## src/csbg_pkg.sv

```systemverilog
// constants, types and carriers for the clock source and burst gate
//
// Functional notes
// - take drum-derived pulses (timing rate times four) and a direct oscillator
// - every clock pulse is a short fixed-width pulse, not a square wave
// - drum clock usable always; oscillator active only in test mode
// - normal mode always selects the drum-derived clock
// - test mode follows operator choice of drum or oscillator
// - choice released, A=0 and B=1: next oscillator pulse clears B
// - choice released, A=0 and B=0: next oscillator pulse sets A
// - A=1 and B=0: next drum pulse sets B
// - A=1 and B=1: forward drum pulses, block oscillator pulses
// - oscillator held: A forced 0, first pulse clears B, later ones forwarded
// - releasing oscillator returns to drum through the flop sequence alone
// - source change in test mode keeps pulses flowing, one-period gap allowed (a switch to the oscillator can drop up to two pulses)
// - start clears rate A; next pulse clears rate B; emit while B is 0
// - normal mode with drum or tape start: continuous from start to stop
// - special sequence or operand transfer sets B, dropping exactly one pulse
// - stop sets both rate flops, ending output until next start
// - resume indications never touch the rate flops in normal mode
// - manual step: one pulse per step, that pulse sets both rate flops
// - timed step: manual step ignored; start enables slow step source 5..35
// - timed step: each slow pulse clears A, one pulse emitted, flops back to 1
package csbg_pkg;

    ////////////////////////////////////////////////////////////////////////
    // timing
    localparam int unsigned SYS_CLK_HZ = 10_000_000;
    localparam int unsigned SYS_PERIOD_NS = 100;
    localparam int unsigned CLOCK_PERIOD_NS = 2000;
    localparam int unsigned PULSE_WIDTH_NS = 250;
    // oscillator period, longest time: round down
    localparam int unsigned OSC_PERIOD_CYC = CLOCK_PERIOD_NS / SYS_PERIOD_NS;
    // pulse width, least time: round up
    localparam int unsigned PULSE_WIDTH_CYC =
        (PULSE_WIDTH_NS + SYS_PERIOD_NS - 1) / SYS_PERIOD_NS;
    localparam int unsigned DRUM_MULTIPLY = 4;
    localparam int unsigned STEP_RATE_MIN_CPS = 5;
    localparam int unsigned STEP_RATE_MAX_CPS = 35;

    ////////////////////////////////////////////////////////////////////////
    // reset values
    localparam logic SRC_SEL_RESET = 1'h1;
    localparam logic RATE_RESET = 1'h1;

    ////////////////////////////////////////////////////////////////////////
    // types
    typedef enum logic [1:0] {
        CSBG_RUN_CONT = 2'h0,
        CSBG_RUN_MAN_STEP = 2'h1,
        CSBG_RUN_AUTO_STEP = 2'h2
    } csbg_run_e;

    // panel selections, all asynchronous to clk_sys
    typedef struct packed {
        logic test_mode;
        logic osc_select;
        logic drum_start;
        logic tape_start;
        logic start;
        logic stop;
        logic step;
        logic drum_timing;
    } csbg_panel_s;

    localparam int unsigned PANEL_W = $bits(csbg_panel_s);

    // machine requests from the sequencing logic, same clock
    typedef struct packed {
        logic special_sequence_init;
        logic operand_to_prog_ctrl_transfer;
    } csbg_seq_s;

endpackage

```

## src/csbg_top.sv

```systemverilog
// clock source selector and rate controller, one clock domain
`timescale 1ns/10ps
module csbg_top #(
    parameter int unsigned CLK_HZ = csbg_pkg::SYS_CLK_HZ,
    parameter int unsigned DRUM_CNT_W = 12,
    parameter int unsigned STEP_ACC_W = 24
) (
    input wire logic clk_sys,
    input wire logic sys_rst,
    input wire csbg_pkg::csbg_panel_s panel,
    input wire csbg_pkg::csbg_run_e run_mode,
    input wire logic [5:0] step_rate_cps,
    input wire csbg_pkg::csbg_seq_s seq_req,
    output logic computer_clock,
    output logic controlled_clock,
    output logic source_sel_flop_a,
    output logic source_sel_flop_b,
    output logic rate_flop_a,
    output logic rate_flop_b,
    output logic osc_source_active
);

    ////////////////////////////////////////////////////////////////////////
    // parameter checks
    if (CLK_HZ >= (64'h1 << STEP_ACC_W)) begin : g_bad_acc
        $error("step accumulator too narrow for clock rate");
    end
    if (DRUM_CNT_W < 4) begin : g_bad_drum
        $error("drum interval counter too narrow");
    end
    // a slow drum must still fit: twice the nominal interval, unsaturated
    localparam int unsigned DRUM_SPAN =
        2 * csbg_pkg::DRUM_MULTIPLY * csbg_pkg::OSC_PERIOD_CYC;
    if ((64'h1 << DRUM_CNT_W) <= 64'(DRUM_SPAN)) begin : g_bad_span
        $error("drum interval counter cannot span a slow drum period");
    end
    if (csbg_pkg::PULSE_WIDTH_CYC >= csbg_pkg::OSC_PERIOD_CYC) begin : g_bad_w
        $error("clock pulse not shorter than the clock period");
    end
    // below twice the top rate the slow source would strobe back to back
    if (CLK_HZ < 2 * csbg_pkg::STEP_RATE_MAX_CPS) begin : g_bad_hz
        $error("step modulus too small for the step rate range");
    end
    if (csbg_pkg::STEP_RATE_MAX_CPS > 63) begin : g_bad_knob
        $error("step rate range does not fit the rate port");
    end

    ////////////////////////////////////////////////////////////////////////
    // panel synchronisers: two flops per bit before any logic reads it
    // reset to the idle pin level so no false edge follows reset
    logic [csbg_pkg::PANEL_W-1:0] panel_meta;
    logic [csbg_pkg::PANEL_W-1:0] panel_sync;
    genvar gi;
    generate
        for (gi = 0; gi < csbg_pkg::PANEL_W; gi++) begin : g_sync
            always_ff @(posedge clk_sys or posedge sys_rst) begin
                if (sys_rst) begin
                    panel_meta[gi] <= 1'h0;
                    panel_sync[gi] <= 1'h0;
                end else begin
                    panel_meta[gi] <= panel[gi];
                    panel_sync[gi] <= panel_meta[gi];
                end
            end
        end
    endgenerate

    csbg_pkg::csbg_panel_s pnl;
    csbg_pkg::csbg_panel_s pnl_d;
    assign pnl = csbg_pkg::csbg_panel_s'(panel_sync);

    always_ff @(posedge clk_sys or posedge sys_rst) begin
        if (sys_rst) begin
            pnl_d <= '0;
        end else begin
            pnl_d <= pnl;
        end
    end

    // one-cycle request pulses from rising edges
    logic start_pulse;
    logic stop_pulse;
    logic step_pulse;
    logic drum_edge;
    assign start_pulse = pnl.start & ~pnl_d.start;
    assign stop_pulse = pnl.stop & ~pnl_d.stop;
    assign step_pulse = pnl.step & ~pnl_d.step;
    assign drum_edge = pnl.drum_timing & ~pnl_d.drum_timing;

    ////////////////////////////////////////////////////////////////////////
    // drum pulse multiplier: measure the timing interval, emit four strobes
    // the first interval after reset is unknown and the period is registered, so
    // strobes start at the third drum edge; a drum that stops simply stops the strobes
    logic [DRUM_CNT_W-1:0] drum_interval;
    logic [DRUM_CNT_W-1:0] drum_period;
    logic [DRUM_CNT_W-1:0] drum_phase;
    logic [2:0] drum_left;
    logic drum_stb;
    logic drum_primed;
    logic [DRUM_CNT_W-1:0] drum_quarter;
    assign drum_quarter = drum_period >> 2;

    always_ff @(posedge clk_sys or posedge sys_rst) begin
        if (sys_rst) begin
            drum_interval <= '0;
            drum_period <= '0;
            drum_primed <= 1'h0;
        end else if (drum_edge) begin
            drum_interval <= '0;
            drum_primed <= 1'h1;
            // edge to edge is the count plus the edge cycle itself; a
            // partial first interval or a stalled drum gives no burst
            if (drum_primed && drum_interval != '1) begin
                drum_period <= drum_interval + 1'h1;
            end else begin
                drum_period <= '0;
            end
        end else if (drum_interval != '1) begin
            drum_interval <= drum_interval + 1'h1;
        end
    end

    always_ff @(posedge clk_sys or posedge sys_rst) begin
        if (sys_rst) begin
            drum_phase <= '0;
            drum_left <= 3'h0;
            drum_stb <= 1'h0;
        end else if (drum_edge && drum_quarter != '0) begin
            drum_phase <= '0;
            drum_left <= 3'(csbg_pkg::DRUM_MULTIPLY - 1);
            drum_stb <= 1'h1;
        end else if (drum_left != 3'h0 && drum_phase + 1'h1 >= drum_quarter)
        begin
            drum_phase <= '0;
            drum_left <= drum_left - 3'h1;
            drum_stb <= 1'h1;
        end else begin
            // idle counter stands still between bursts
            if (drum_left != 3'h0) begin
                drum_phase <= drum_phase + 1'h1;
            end
            drum_stb <= 1'h0;
        end
    end

    ////////////////////////////////////////////////////////////////////////
    // free-running oscillator strobe
    localparam int unsigned OSC_W = $clog2(csbg_pkg::OSC_PERIOD_CYC);
    logic [OSC_W-1:0] osc_count;
    logic osc_stb;

    always_ff @(posedge clk_sys or posedge sys_rst) begin
        if (sys_rst) begin
            osc_count <= '0;
            osc_stb <= 1'h0;
        end else if (osc_count == OSC_W'(csbg_pkg::OSC_PERIOD_CYC - 1)) begin
            osc_count <= '0;
            osc_stb <= 1'h1;
        end else begin
            osc_count <= osc_count + 1'h1;
            osc_stb <= 1'h0;
        end
    end

    ////////////////////////////////////////////////////////////////////////
    // source selector
    // oscillator hold only exists under test mode; in normal mode the
    // release sequence always runs, so the drum is selected whatever
    // the oscillator button says
    logic osc_hold;
    logic clk_stb;
    assign osc_hold = pnl.test_mode & pnl.osc_select;

    always_ff @(posedge clk_sys or posedge sys_rst) begin
        if (sys_rst) begin
            source_sel_flop_a <= csbg_pkg::SRC_SEL_RESET;
            source_sel_flop_b <= csbg_pkg::SRC_SEL_RESET;
        end else begin
            if (osc_hold) begin
                source_sel_flop_a <= 1'h0;
            end else if (osc_stb && !source_sel_flop_a && !source_sel_flop_b)
            begin
                source_sel_flop_a <= 1'h1;
            end
            if (osc_stb && !source_sel_flop_a && source_sel_flop_b) begin
                source_sel_flop_b <= 1'h0;
            end else if (drum_stb && source_sel_flop_a && !source_sel_flop_b)
            begin
                source_sel_flop_b <= 1'h1;
            end
        end
    end

    // transitional selector states forward nothing, so no runt pulse
    // a switch to the oscillator can drop up to two pulses, back to the drum at most one; never the whole stream
    always_comb begin
        clk_stb = 1'h0;
        if (source_sel_flop_a && source_sel_flop_b) begin
            clk_stb = drum_stb;
        end else if (!source_sel_flop_a && !source_sel_flop_b) begin
            clk_stb = osc_stb;
        end
    end

    always_ff @(posedge clk_sys or posedge sys_rst) begin
        if (sys_rst) begin
            osc_source_active <= 1'h0;
        end else begin
            osc_source_active <= ~source_sel_flop_a & ~source_sel_flop_b;
        end
    end

    ////////////////////////////////////////////////////////////////////////
    // timed step source: phase accumulator, rate clamped to the knob range
    logic auto_enable;
    logic [5:0] rate_clamped;
    logic [STEP_ACC_W-1:0] step_acc;
    logic slow_stb;

    // knob ends, sized to the rate port once so the compares stay 6 bits
    localparam logic [5:0] RATE_LO = 6'(csbg_pkg::STEP_RATE_MIN_CPS);
    localparam logic [5:0] RATE_HI = 6'(csbg_pkg::STEP_RATE_MAX_CPS);

    always_comb begin
        rate_clamped = step_rate_cps;
        if (step_rate_cps < RATE_LO) begin
            rate_clamped = RATE_LO;
        end else if (step_rate_cps > RATE_HI) begin
            rate_clamped = RATE_HI;
        end
    end

    always_ff @(posedge clk_sys or posedge sys_rst) begin
        if (sys_rst) begin
            auto_enable <= 1'h0;
        end else if (run_mode != csbg_pkg::CSBG_RUN_AUTO_STEP || stop_pulse)
        begin
            auto_enable <= 1'h0;
        end else if (start_pulse) begin
            auto_enable <= 1'h1;
        end
    end

    always_ff @(posedge clk_sys or posedge sys_rst) begin
        if (sys_rst) begin
            step_acc <= '0;
            slow_stb <= 1'h0;
        end else if (!auto_enable) begin
            step_acc <= '0;
            slow_stb <= 1'h0;
        end else if (step_acc + STEP_ACC_W'(rate_clamped)
                     >= STEP_ACC_W'(CLK_HZ)) begin
            step_acc <= step_acc + STEP_ACC_W'(rate_clamped)
                        - STEP_ACC_W'(CLK_HZ);
            slow_stb <= 1'h1;
        end else begin
            step_acc <= step_acc + STEP_ACC_W'(rate_clamped);
            slow_stb <= 1'h0;
        end
    end

    ////////////////////////////////////////////////////////////////////////
    // rate controller
    logic begin_req;
    logic gap_req;
    logic ctrl_stb;
    logic step_mode;
    assign step_mode = run_mode != csbg_pkg::CSBG_RUN_CONT;
    assign gap_req = seq_req.special_sequence_init
                     | seq_req.operand_to_prog_ctrl_transfer;
    assign ctrl_stb = clk_stb & ~rate_flop_b;

    always_comb begin
        begin_req = 1'h0;
        case (run_mode)
            csbg_pkg::CSBG_RUN_CONT: begin
                begin_req = start_pulse & (pnl.drum_start | pnl.tape_start);
            end
            csbg_pkg::CSBG_RUN_MAN_STEP: begin
                begin_req = step_pulse;
            end
            csbg_pkg::CSBG_RUN_AUTO_STEP: begin
                begin_req = slow_stb;
            end
            default: begin
                begin_req = 1'h0;
            end
        endcase
    end

    // priority: stop, then the emitted step pulse, then begin and gap; a
    // gap that meets a strobe still wins over clearing b
    // resume signals are not inputs at all: the rate flops see only
    // start, stop, step, the slow step strobe, gap requests and the selected clock strobe
    always_ff @(posedge clk_sys or posedge sys_rst) begin
        if (sys_rst) begin
            rate_flop_a <= csbg_pkg::RATE_RESET;
            rate_flop_b <= csbg_pkg::RATE_RESET;
        end else if (stop_pulse) begin
            rate_flop_a <= 1'h1;
            rate_flop_b <= 1'h1;
        end else if (step_mode && ctrl_stb) begin
            rate_flop_a <= 1'h1;
            rate_flop_b <= 1'h1;
        end else begin
            if (begin_req) begin
                rate_flop_a <= 1'h0;
            end
            if (gap_req && !rate_flop_a) begin
                rate_flop_b <= 1'h1;
            end else if (clk_stb && !rate_flop_a) begin
                rate_flop_b <= 1'h0;
            end
        end
    end

    ////////////////////////////////////////////////////////////////////////
    // pulse shapers: fixed width, strobes never overlap at 20 cycles apart
    localparam int unsigned PW_W = $clog2(csbg_pkg::PULSE_WIDTH_CYC + 1);
    logic [PW_W-1:0] cpu_width;
    logic [PW_W-1:0] ctrl_width;

    always_ff @(posedge clk_sys or posedge sys_rst) begin
        if (sys_rst) begin
            cpu_width <= '0;
            computer_clock <= 1'h0;
        end else if (clk_stb) begin
            cpu_width <= PW_W'(csbg_pkg::PULSE_WIDTH_CYC - 1);
            computer_clock <= 1'h1;
        end else if (cpu_width != '0) begin
            cpu_width <= cpu_width - 1'h1;
        end else begin
            computer_clock <= 1'h0;
        end
    end

    always_ff @(posedge clk_sys or posedge sys_rst) begin
        if (sys_rst) begin
            ctrl_width <= '0;
            controlled_clock <= 1'h0;
        end else if (ctrl_stb) begin
            ctrl_width <= PW_W'(csbg_pkg::PULSE_WIDTH_CYC - 1);
            controlled_clock <= 1'h1;
        end else if (ctrl_width != '0) begin
            ctrl_width <= ctrl_width - 1'h1;
        end else begin
            controlled_clock <= 1'h0;
        end
    end

endmodule

```

## config.mk

```make
export PLATFORM = sky130hd
export DESIGN_NAME = csbg_top
export DESIGN_NICKNAME = d
export VERILOG_FILES = /design/src/csbg_pkg.sv /design/src/csbg_top.sv
export SDC_FILE = /design/constraint.sdc
export NUM_CORES = 1
export LEC_CHECK = 0
export BUFFER_PORTS_ARGS = -buffer_cell sky130_fd_sc_hd__buf_2
export CORE_MARGIN = 5
export CORE_UTILIZATION = 35
export DETAILED_ROUTE_END_ITERATION = 6
export GPL_TIMING_DRIVEN = 0
export HOLD_SLACK_MARGIN = 0.02
export PLACE_DENSITY = 0.51
export SLEW_MARGIN = 30
export SYNTH_ARGS = -nofsm -noshare
export SYNTH_HDL_FRONTEND = slang
export SYNTH_SLANG_ARGS = --single-unit
```

## constraint.sdc

```tcl
create_clock -name clk_sys -period 3.8 [get_ports clk_sys]
set_input_delay 0.38 -clock clk_sys [delete_from_list [all_inputs] [get_ports clk_sys]]
set_output_delay 0.38 -clock clk_sys [all_outputs]
set_load 0.05 [all_outputs]
```

* Word level (Yosys, flattened, before mapping) *
Index checks and enable logic that the tools add are counted.

cells by class
  muxes and demuxes = 42
  eq/ne operators = 7
  add/sub/neg operators = 8
  reductions and logical operators = 33
  bitwise operators = 17
  $lt $le $gt $ge = 4

operator list
  kind                                                       number
  2-to-1 mux 12 bit                                          6
  2-to-1 mux 24 bit                                          2
  adder 12 x 1 -> 12 bit, second input constant              2
  adder 24 x 6 -> 24 bit                                     1
  greater-or-equal comparator 24 bit, second input constant  1
  2-to-1 mux 1 bit                                           24
  subtractor 24 bit, second input constant                   1
  nonzero test 2 bit                                         10
  logical AND 1 bit                                          13
  greater-or-equal comparator 12 x 10 -> 1 bit               1
  2-to-1 mux 6 bit                                           2
  != test 12 bit, second input constant                      1
  nonzero test 12 bit                                        1
  nonzero test 3 bit                                         3
  AND 1 bit                                                  8
  2-to-1 mux 2 bit                                           4
  NOT 1 bit                                                  7
  greater-than comparator 6 bit, second input constant       1
  < comparator 6 x 3 -> 1 bit, second input constant         1
  2-to-1 mux 3 bit                                           2
  != test 2 bit, second input constant                       3
  adder 5 x 1 -> 5 bit, second input constant                1
  == test 5 bit, second input constant                       1
  2-to-1 mux 5 bit                                           1
  10 further kinds                                           14

storage, ports and cells
  logic and storage cells = 151
  register bits after elaboration = 104
  output and inout bits = 7
  input bits = 20

* Longest topological paths before layout *
Gate-level depths: netlist of the first run.

  word-level depth = 9
  gate-level depth with buffers = 15
  depth with buffers taken out = 15

* Worst setup path before layout of the first run *
No wires, ideal clock.

  path kind = input port to flip-flop
  start point = input port step_rate_cps[4]
  end point = register step_acc[10]
  path slack = 0.323 ns
  arrival = 3.398 ns
  path buffers = 2
  setup time = 0.079 ns
  stages on the path = 14
  data required time = 3.721 ns
  cells stage by stage = or3_1 > a211o_1 > ha_1 > fa_1 > nand3_1 > a21oi_2 > o211a_1 > buf_6 > xnor2_1 > a311o_1 > o21a_2 > buf_6 > a211oi_2 > mux2i_1

on the way
  longest elaborated chain between the ends = 7
  elaborated cells between the ends (all ways) = 9
  those cells by class = add/sub (2); order compare (3); mux (4)

RTL lines
  element                                                                         RTL line                                           text
  from (decl)                                                                     csbg_top.sv:12                                     input wire logic [5:0] step_rate_cps,
  greater-than comparator 6 bit                                                   csbg_top.sv:228                                    end else if (step_rate_cps > RATE_HI) begin
  2-to-1 mux 6 bit                                                                csbg_top.sv:228
  2-to-1 mux 6 bit (*)                                                            csbg_top.sv:226                                    if (step_rate_cps < RATE_LO) begin
  adder 24 x 6 -> 24 bit (*)                                                      csbg_top.sv:251, csbg_top.sv:253, csbg_top.sv:257
  subtractor 24 bit / greater-or-equal comparator 24 bit (equally long branches)  csbg_top.sv:254, csbg_top.sv:252
  2-to-1 mux 24 bit (*)                                                           csbg_top.sv:251                                    end else if (step_acc + STEP_ACC_W'(rate_clamped)
  2-to-1 mux 24 bit (*)                                                           csbg_top.sv:248                                    end else if (!auto_enable) begin
  to (signal assigned)                                                            csbg_top.sv:253                                    step_acc <= step_acc + STEP_ACC_W'(rate_clamped)
  to (signal assigned)                                                            csbg_top.sv:257                                    step_acc <= step_acc + STEP_ACC_W'(rate_clamped);
  to (decl)                                                                       csbg_top.sv:217                                    logic [STEP_ACC_W-1:0] step_acc;

Every way passes the cells marked *; elsewhere a longest branch is shown, timed or not.
A chain may end at the register's enable or synchronous reset.

* Final worst setup path of the first run *
  start point = input port step_rate_cps[4]
  end point = register step_acc[18]

The elaborated chain is that of the path after synthesis.

==> results.md, run 1 <==
- Status: completed
- Synthesized Nets: 636
- Power Density: 437 nW/um^2
- Post-Syn Instances: 591
- Vias: 4360
- Hold_ws: 0.126 ns
- Sequential share of the synthesized area: 44.5%
- Layout cells sized above 1: 14.8%
- RSZ-0062 raised after global routing: false
- Initial antenna violation count: 0
- Total track usage: 13.0%
- WL/cell: 14.3 um
- Initial Util: 35.9%
- Max clock buf depth: 2
- R2r setup slk: 0.67 ns
- Buffers added on ports: 26
- CP max stage cell: fa_1
- Die Area: 19100 um^2
- Die width: 138 um
- Slew @ Worst Pin: 0.683 ns
- Hold depth: 1
- Delay-heaviest family, CP: compound AO/OA/AOI/OAI gates
- F_max: 279 MHz
- Remaining Overflow, GRT: 0
- P_leak: 2.85 nW
- Num CTS Buffers: 9
- Row Count: 46
- DR vias/cell: 5.12
- Crit Path Max Fanout: 10
- Gpl congestion: 0.816
- Post-synth design cell area: 5750 um^2
- Fin cells: 852
- Top FF cell, synth: dfrtp_1
- Setup-failing EPs final: 0
- DRC: 0
- Worst skew pair latency: 0.35 ns
- FF-to-FF path depth: 11
- IO Count: 27
- Hpwl dp: 9.04 mm
- Sink Count: 102
- Syn_area_per_cell: 9.72 um^2
- Worst hold start: panel[3]
- Slew headroom: 54.5%
- Worst stage delay on the critical path: 0.42 ns
- Synth unique cells: 78
- N_diodes: 0
- Commonest non-fill, non-tap cells in the layout: dfrtp_1, nand2_1, nor2_1
- Clock Skew: 0.0107 ns
- Ys async rst share: 100%
- Fillers: 1631
- Vias in the first global route: 4295
- Final slew viol count: 0
- YS warnings: 0
- Max VDD drop: 0.000268 V
- Placed Cells: 834
- Largest net degree at the start of global routing: 70
- Post-route antenna net violation count: 0
- Buffers & Inverters on Critical Path: 3
- CP Capture Type: flop
- Hold path endpoint: panel_meta[3]
- TNS Setup: 0 ns
- Initial DRC count: 171
- Final WL: 12.2 mm
- Tmin final: 3.58 ns
- Layout overhead on the synthesized area: 13.6%
- CTS clk-pin slew, worst paths: 0.08 ns
- RR Endpoint: step_acc[13]
- Total iterations of the first detailed-routing run: 5
- Crit path top cell by count: buf_6
- Crit start category: input port
- Worst R2R Start: step_acc[5]
- Commonest non-fill, non-tap cell in the layout: dfrtp_1
- Final worst path period share: 94.2%
- Fin util: 40.8%
- Hold WC Path Type: in2reg
- Core Region: 16000 um^2
- Chip height: 138 um
- Cells along the critical path: buf_2, or3_1, a211o_1, ha_1, fa_1, nand3_1, a21oi_2, o211a_1, buf_6, xnor2_1, a311o_1, o21a_2, buf_6, a211oi_2, mux2i_1
- H-tree depth: 3
- EDFF count, synth: 0
- Nets@finish: 676
- Yosys reg bits: 102
- # Max-Cap Violations: 0
- First-pass GRT wire length: 20.9 mm
- Crit path DAT: 3.85 ns
- Worst endpoint required time: 4.07 ns
- Root Buffer: clkbuf_16
- Crit path kind: in2reg
- Final hold violations: 0
- Worst setup path startpoint: step_rate_cps[4]
- TritonCTS clock tree: yes
[cell type report]
cell class                 instances  area (um^2)  share of cell area, %
clock inverter                     7         81.3                   1.25
timing repair buffer              29          175                   2.68
clock buffer                       9          225                   3.45
tap                              216          270                   4.14
sequential                       102         2560                   39.2
buffer                            23          126                   1.94
multi-input combinational        431         2950                   45.3
inverter                          35          136                   2.09
[Yosys cell counts, drive strengths merged (3+ instances only)]
cell,count,area share (%)
o2111ai,4,0.72
nand2,55,3.6
o211ai,5,0.74
nor4,5,0.81
a21o,8,1.0
nor2b,7,0.76
ha,24,5.2
nand4,5,0.65
a221oi,3,0.57
mux2,3,0.59
xnor2,27,4.1
nor2,40,2.7
buf,12,1.5
nand3,31,2.8
inv,35,2.3
nor3,12,1.2
a211oi,8,1.4
clkbuf,11,0.74
mux2i,14,2.4
or2,8,0.87
a31oi,4,0.44
and3,4,0.44
o211a,4,0.70
xor2,20,3.0
o21ai,35,3.1
a2111oi,3,0.46
and2,7,0.81
o31ai,5,0.65
o22ai,7,0.76
dfrtp,98,43
or3,3,0.33
a21oi,30,2.7
nor3b,3,0.39
a22o,7,1.1
nand2b,10,1.1
dfstp,4,1.8
[report_power, final]
| group | switching [mW] | internal (mW) |
|---|---|---|
| sequential | 0.0658 | 1.19 |
| clock | 0.466 | 0.471 |
| combinational | 0.386 | 0.267 |
[what timing repair did]
action                     in CTS  in global routing
hold endpoints to repair       33                  0
gates resized for setup         0                  7
buffers inserted                0                  1
setup endpoints to repair       0                  8
hold buffers                    1                  0
[sequential cells by signal, summed over array words and instances (netlist names), 2 cells and up]
name and cells:
drum_phase 12, panel_meta 8, pnl_d 4, panel_sync 8, cpu_width 2, ctrl_width 2, step_acc 24, drum_left 3
osc_count 5, drum_interval 12, drum_period 10
[stage by stage]
step / instance area (um^2) / power [mW] / setup WS, ns
after detailed placement: 6180 / 1.95 / -0.252
after global routing: 6530 / 3.05 / 0.00395
final: 6530 / 2.85 / 0.219
after CTS: 6490 / 2.90 / 0.110
after global placement: 6150 / 1.92 / -0.552
after floorplan: 5750 / 1.77 / 0.323
[kinds of logic (layout without fill, tap and decap cells)]
group                      count (synthesis)  count (layout)  share of synthesized area [%]
and+or+nand+nor                          199             199                           17.8
muxes                                     17              17                           3.03
buffers and inverters                     58             103                           4.49
AOI/OAI and AO/OA                        142             142                           17.3
DFF                                      102             102                           44.5
xor gates and xnor gates                  47              47                           7.16
adders and majority gates                 26              26                           5.75
[worst max path at each step]
stage	cells past startpoint	slack, ns	to
2_1_floorplan	14	0.32	step_acc[10]
3_3_place_gp	2	-0.55	step_acc[4]
3_5_place_dp	16	-0.25	step_acc[17]
4_1_cts	16	0.11	step_acc[17]
5_1_grt	16	0.004	step_acc[17]
6_report	15	0.22	step_acc[18]
[per-layer routing]
| metal | vias up | share of wire, % | routed length [um] | track usage [%] |
|---|---|---|---|---|
| met4 | 0 | 1.5 | 188 | 4.52 |
| met3 | 14 | 4.6 | 565 | 2.41 |
| met1 | 2084 | 48 | 5830 | 17.8 |
| li1 | 2181 | - | - | - |
| met5 | - | 0 | 0 | 0 |
| met2 | 81 | 46 | 5570 | 20.6 |
(Power assumes the default switching activity.)
==> run 2, diff against run 1 <==
GPL_TIMING_DRIVEN = not set   (was 0)
==> results.md, run 2 (synthesis results as in run 1) <==
- Status: completed (unchanged)
- Hold WC Path Type: in2reg (unchanged)
- Max reg flops: 24 (unchanged)
- Final worst path period share: 91.9% (was 94.2%)
- Slew headroom: 43.2% (was 54.5%)
- Slew @ Worst Pin: 0.850 ns (was 0.683 ns)
- Biggest regs: step_acc x24, drum_interval x12, drum_phase x12 (unchanged)
- F_max: 286 MHz (was 279 MHz)
- H-tree depth: 3 (unchanged)
- Dpl ws: -0.118 ns (was -0.252 ns)
- Power Density: 444 nW/um^2 (was 437 nW/um^2)
- Final hold violations: 0 (unchanged)
- Hpwl dp: 9.20 mm (was 9.04 mm)
- WL/cell: 14.6 um (was 14.3 um)
- Initial DRC count: 208 (was 171)
- Initial Util: 35.9% (unchanged)
- Vias in the first global route: 4403 (was 4295)
- Combinational Power Share: 22.2% (was 22.9%)
- Vias: 4383 (was 4360)
- Chip height: 138 um (unchanged)
- DRC: 0 (unchanged)
- Register share of total power: 43.4% (was 44.2%)
- CP Capture Type: flop (unchanged)
- Crit path DAT: 3.76 ns (was 3.85 ns)
- Clock Skew: 0.0117 ns (was 0.0107 ns)
- Switching Fraction: 31.5% (was 32.2%)
- Postcts setup bufs: 0 (unchanged)
- Tmin final: 3.49 ns (was 3.58 ns)
- Worst hold start: panel[0] (was panel[3])
- Total track usage: 13.6% (was 13.0%)
- Setup-failing EPs final: 0 (unchanged)
- Largest net degree at the start of global routing: 63 (was 70)
- P_leak: 2.87 nW (was 2.85 nW)
- Root Buffer: clkbuf_16 (unchanged)
- Register bank with the most flops: step_acc (unchanged)
- Die width: 138 um (unchanged)
- Num CTS Buffers: 9 (unchanged)
- Final slew viol count: 0 (unchanged)
- TritonCTS clock tree: yes (unchanged)
- Sink Count: 102 (unchanged)
- Sw Pwr: 912 uW (was 918 uW)
- Gpl congestion: 0.813 (was 0.816)
- Clock power frac: 34.4% (was 32.9%)
- Row Count: 46 (unchanged)
- Final WL: 12.5 mm (was 12.2 mm)
- Worst setup path startpoint: step_rate_cps[4] (unchanged)
- Layout cells sized above 1: 16.2% (was 14.8%)
- Worst endpoint required time: 4.07 ns (about the same)
- CTS clk-pin slew, worst paths: 0.07 ns (was 0.08 ns)
- First-pass GRT wire length: 21.8 mm (was 20.9 mm)
- Nets@finish: 675 (was 676)
- TNS Setup: 0 ns (unchanged)
- Worst skew pair latency: 0.36 ns (was 0.35 ns)
- DR vias/cell: 5.15 (was 5.12)
- Worst R2R Start: drum_phase[0] (was step_acc[5])
- Buffers added on ports: 26 (unchanged)
- Post-route antenna net violation count: 0 (unchanged)
- Crit path kind: in2reg (unchanged)
- Core Region: 16000 um^2 (unchanged)
- Internal: 1.99 mW (was 1.93 mW)
- Crit Path Max Fanout: 5 (was 10)
- Commonest non-fill, non-tap cell in the layout: dfrtp_1 (unchanged)
- IO Count: 27 (unchanged)
- Hold-fix buffers, CTS: 0 (was 1)
- Worst setup margin: 0.307 ns (was 0.219 ns)
- Max clock buf depth: 2 (unchanged)
- # Max-Cap Violations: 0 (unchanged)
- RSZ-0062 raised after global routing: false (unchanged)
- Remaining Overflow, GRT: 0 (unchanged)
- Die Area: 19100 um^2 (unchanged)
- Total iterations of the first detailed-routing run: 4 (was 5)
- Max VDD drop: 0.000230 V (was 0.000268 V)
- N_diodes: 0 (unchanged)
- Initial antenna violation count: 0 (unchanged)
- Layout overhead on the synthesized area: 13.7% (was 13.6%)
- Crit start category: input port (unchanged)
- Cts repair resizes: 0 (unchanged)
- Commonest non-fill, non-tap cells in the layout: dfrtp_1, nand2_1, nor2_1 (unchanged)
-- run 2: cell count changes in the layout (fill, tap and decap cells not counted), moves of 2 or more --
cell and change:
clkinv_8 -2, buf_4 +21, buf_2 -4, clkbuf_1 -10, buf_6 -3, buf_1 -2
-- run 2: critical path, cell delays in order --
cell	delay, ns
buf_2	0.11
or3_1	0.39
maj3_1	0.41
ha_1	0.33
a211o_1	0.30
a21boi_2	0.23
nor3_2	0.12
o41ai_1	0.40
a32o_1	0.30
o211ai_2	0.14
buf_4	0.17
a221oi_2	0.25
mux2i_1	0.22
-- run 2: layout make-up --
type | count | area (um^2)
clock inverters | 7 | 93.8
flip-flops and latches | 102 | 2560
inverters | 35 | 134
well taps | 216 | 270
fillers | 1605 | 9470
repair buffers | 51 | 318
clock buffers | 9 | 225
multi-input cells | 431 | 2940
-- run 2: metal layers --
| metal | vias up | GRT usage, % | routed length, um |
|---|---|---|---|
| li1 | 2180 | - | - |
| met1 | 2113 | 18.2 | 6000 |
| met3 | 22 | 2.97 | 422 |
| met5 | - | 0 | 0 |
| met2 | 68 | 21.6 | 5790 |
| met4 | 0 | 5.15 | 250 |
-- run 2: path summary, 6_finish.rpt --
kind | endpoint | slack [ns] | cells past startpoint
min in group asynchronous | drum_interval[1] | 0.17 | 2
worst max register to register | drum_phase[0] | 0.55 | 12
worst min register to register | panel_sync[6] | 0.35 | 0
worst min-delay path | panel_meta[0] | 0.13 | 1
worst max-delay path | step_acc[20] | 0.31 | 13
max in group asynchronous | source_sel_flop_a | 2.77 | 3
-- run 2: power by group through the flow --
| stage | clock network, mW | registers (mW) | logic, mW |
|---|---|---|---|
| 6_report | 0.996 | 1.26 | 0.643 |
| 5_1_grt | 1.07 | 1.27 | 0.733 |
| 4_1_cts | 1.04 | 1.26 | 0.655 |
| 3_5_place_dp | 0 | 1.28 | 0.653 |
| 3_3_place_gp | 0 | 1.28 | 0.627 |
| 2_1_floorplan | 0 | 1.30 | 0.471 |
-- run 2: through the flow --
stage,area (um^2),hold slack [ns],util [%],power (mW),instances
after global routing,6540,0.117,40.8,3.08,851
final,6540,0.132,40.8,2.90,851
after CTS,6530,0.115,40.8,2.95,851
after global placement,6210,0.334,38.8,1.90,835
after floorplan,5750,0.331,-,1.77,591
after detailed placement,6210,0.335,38.8,1.93,835
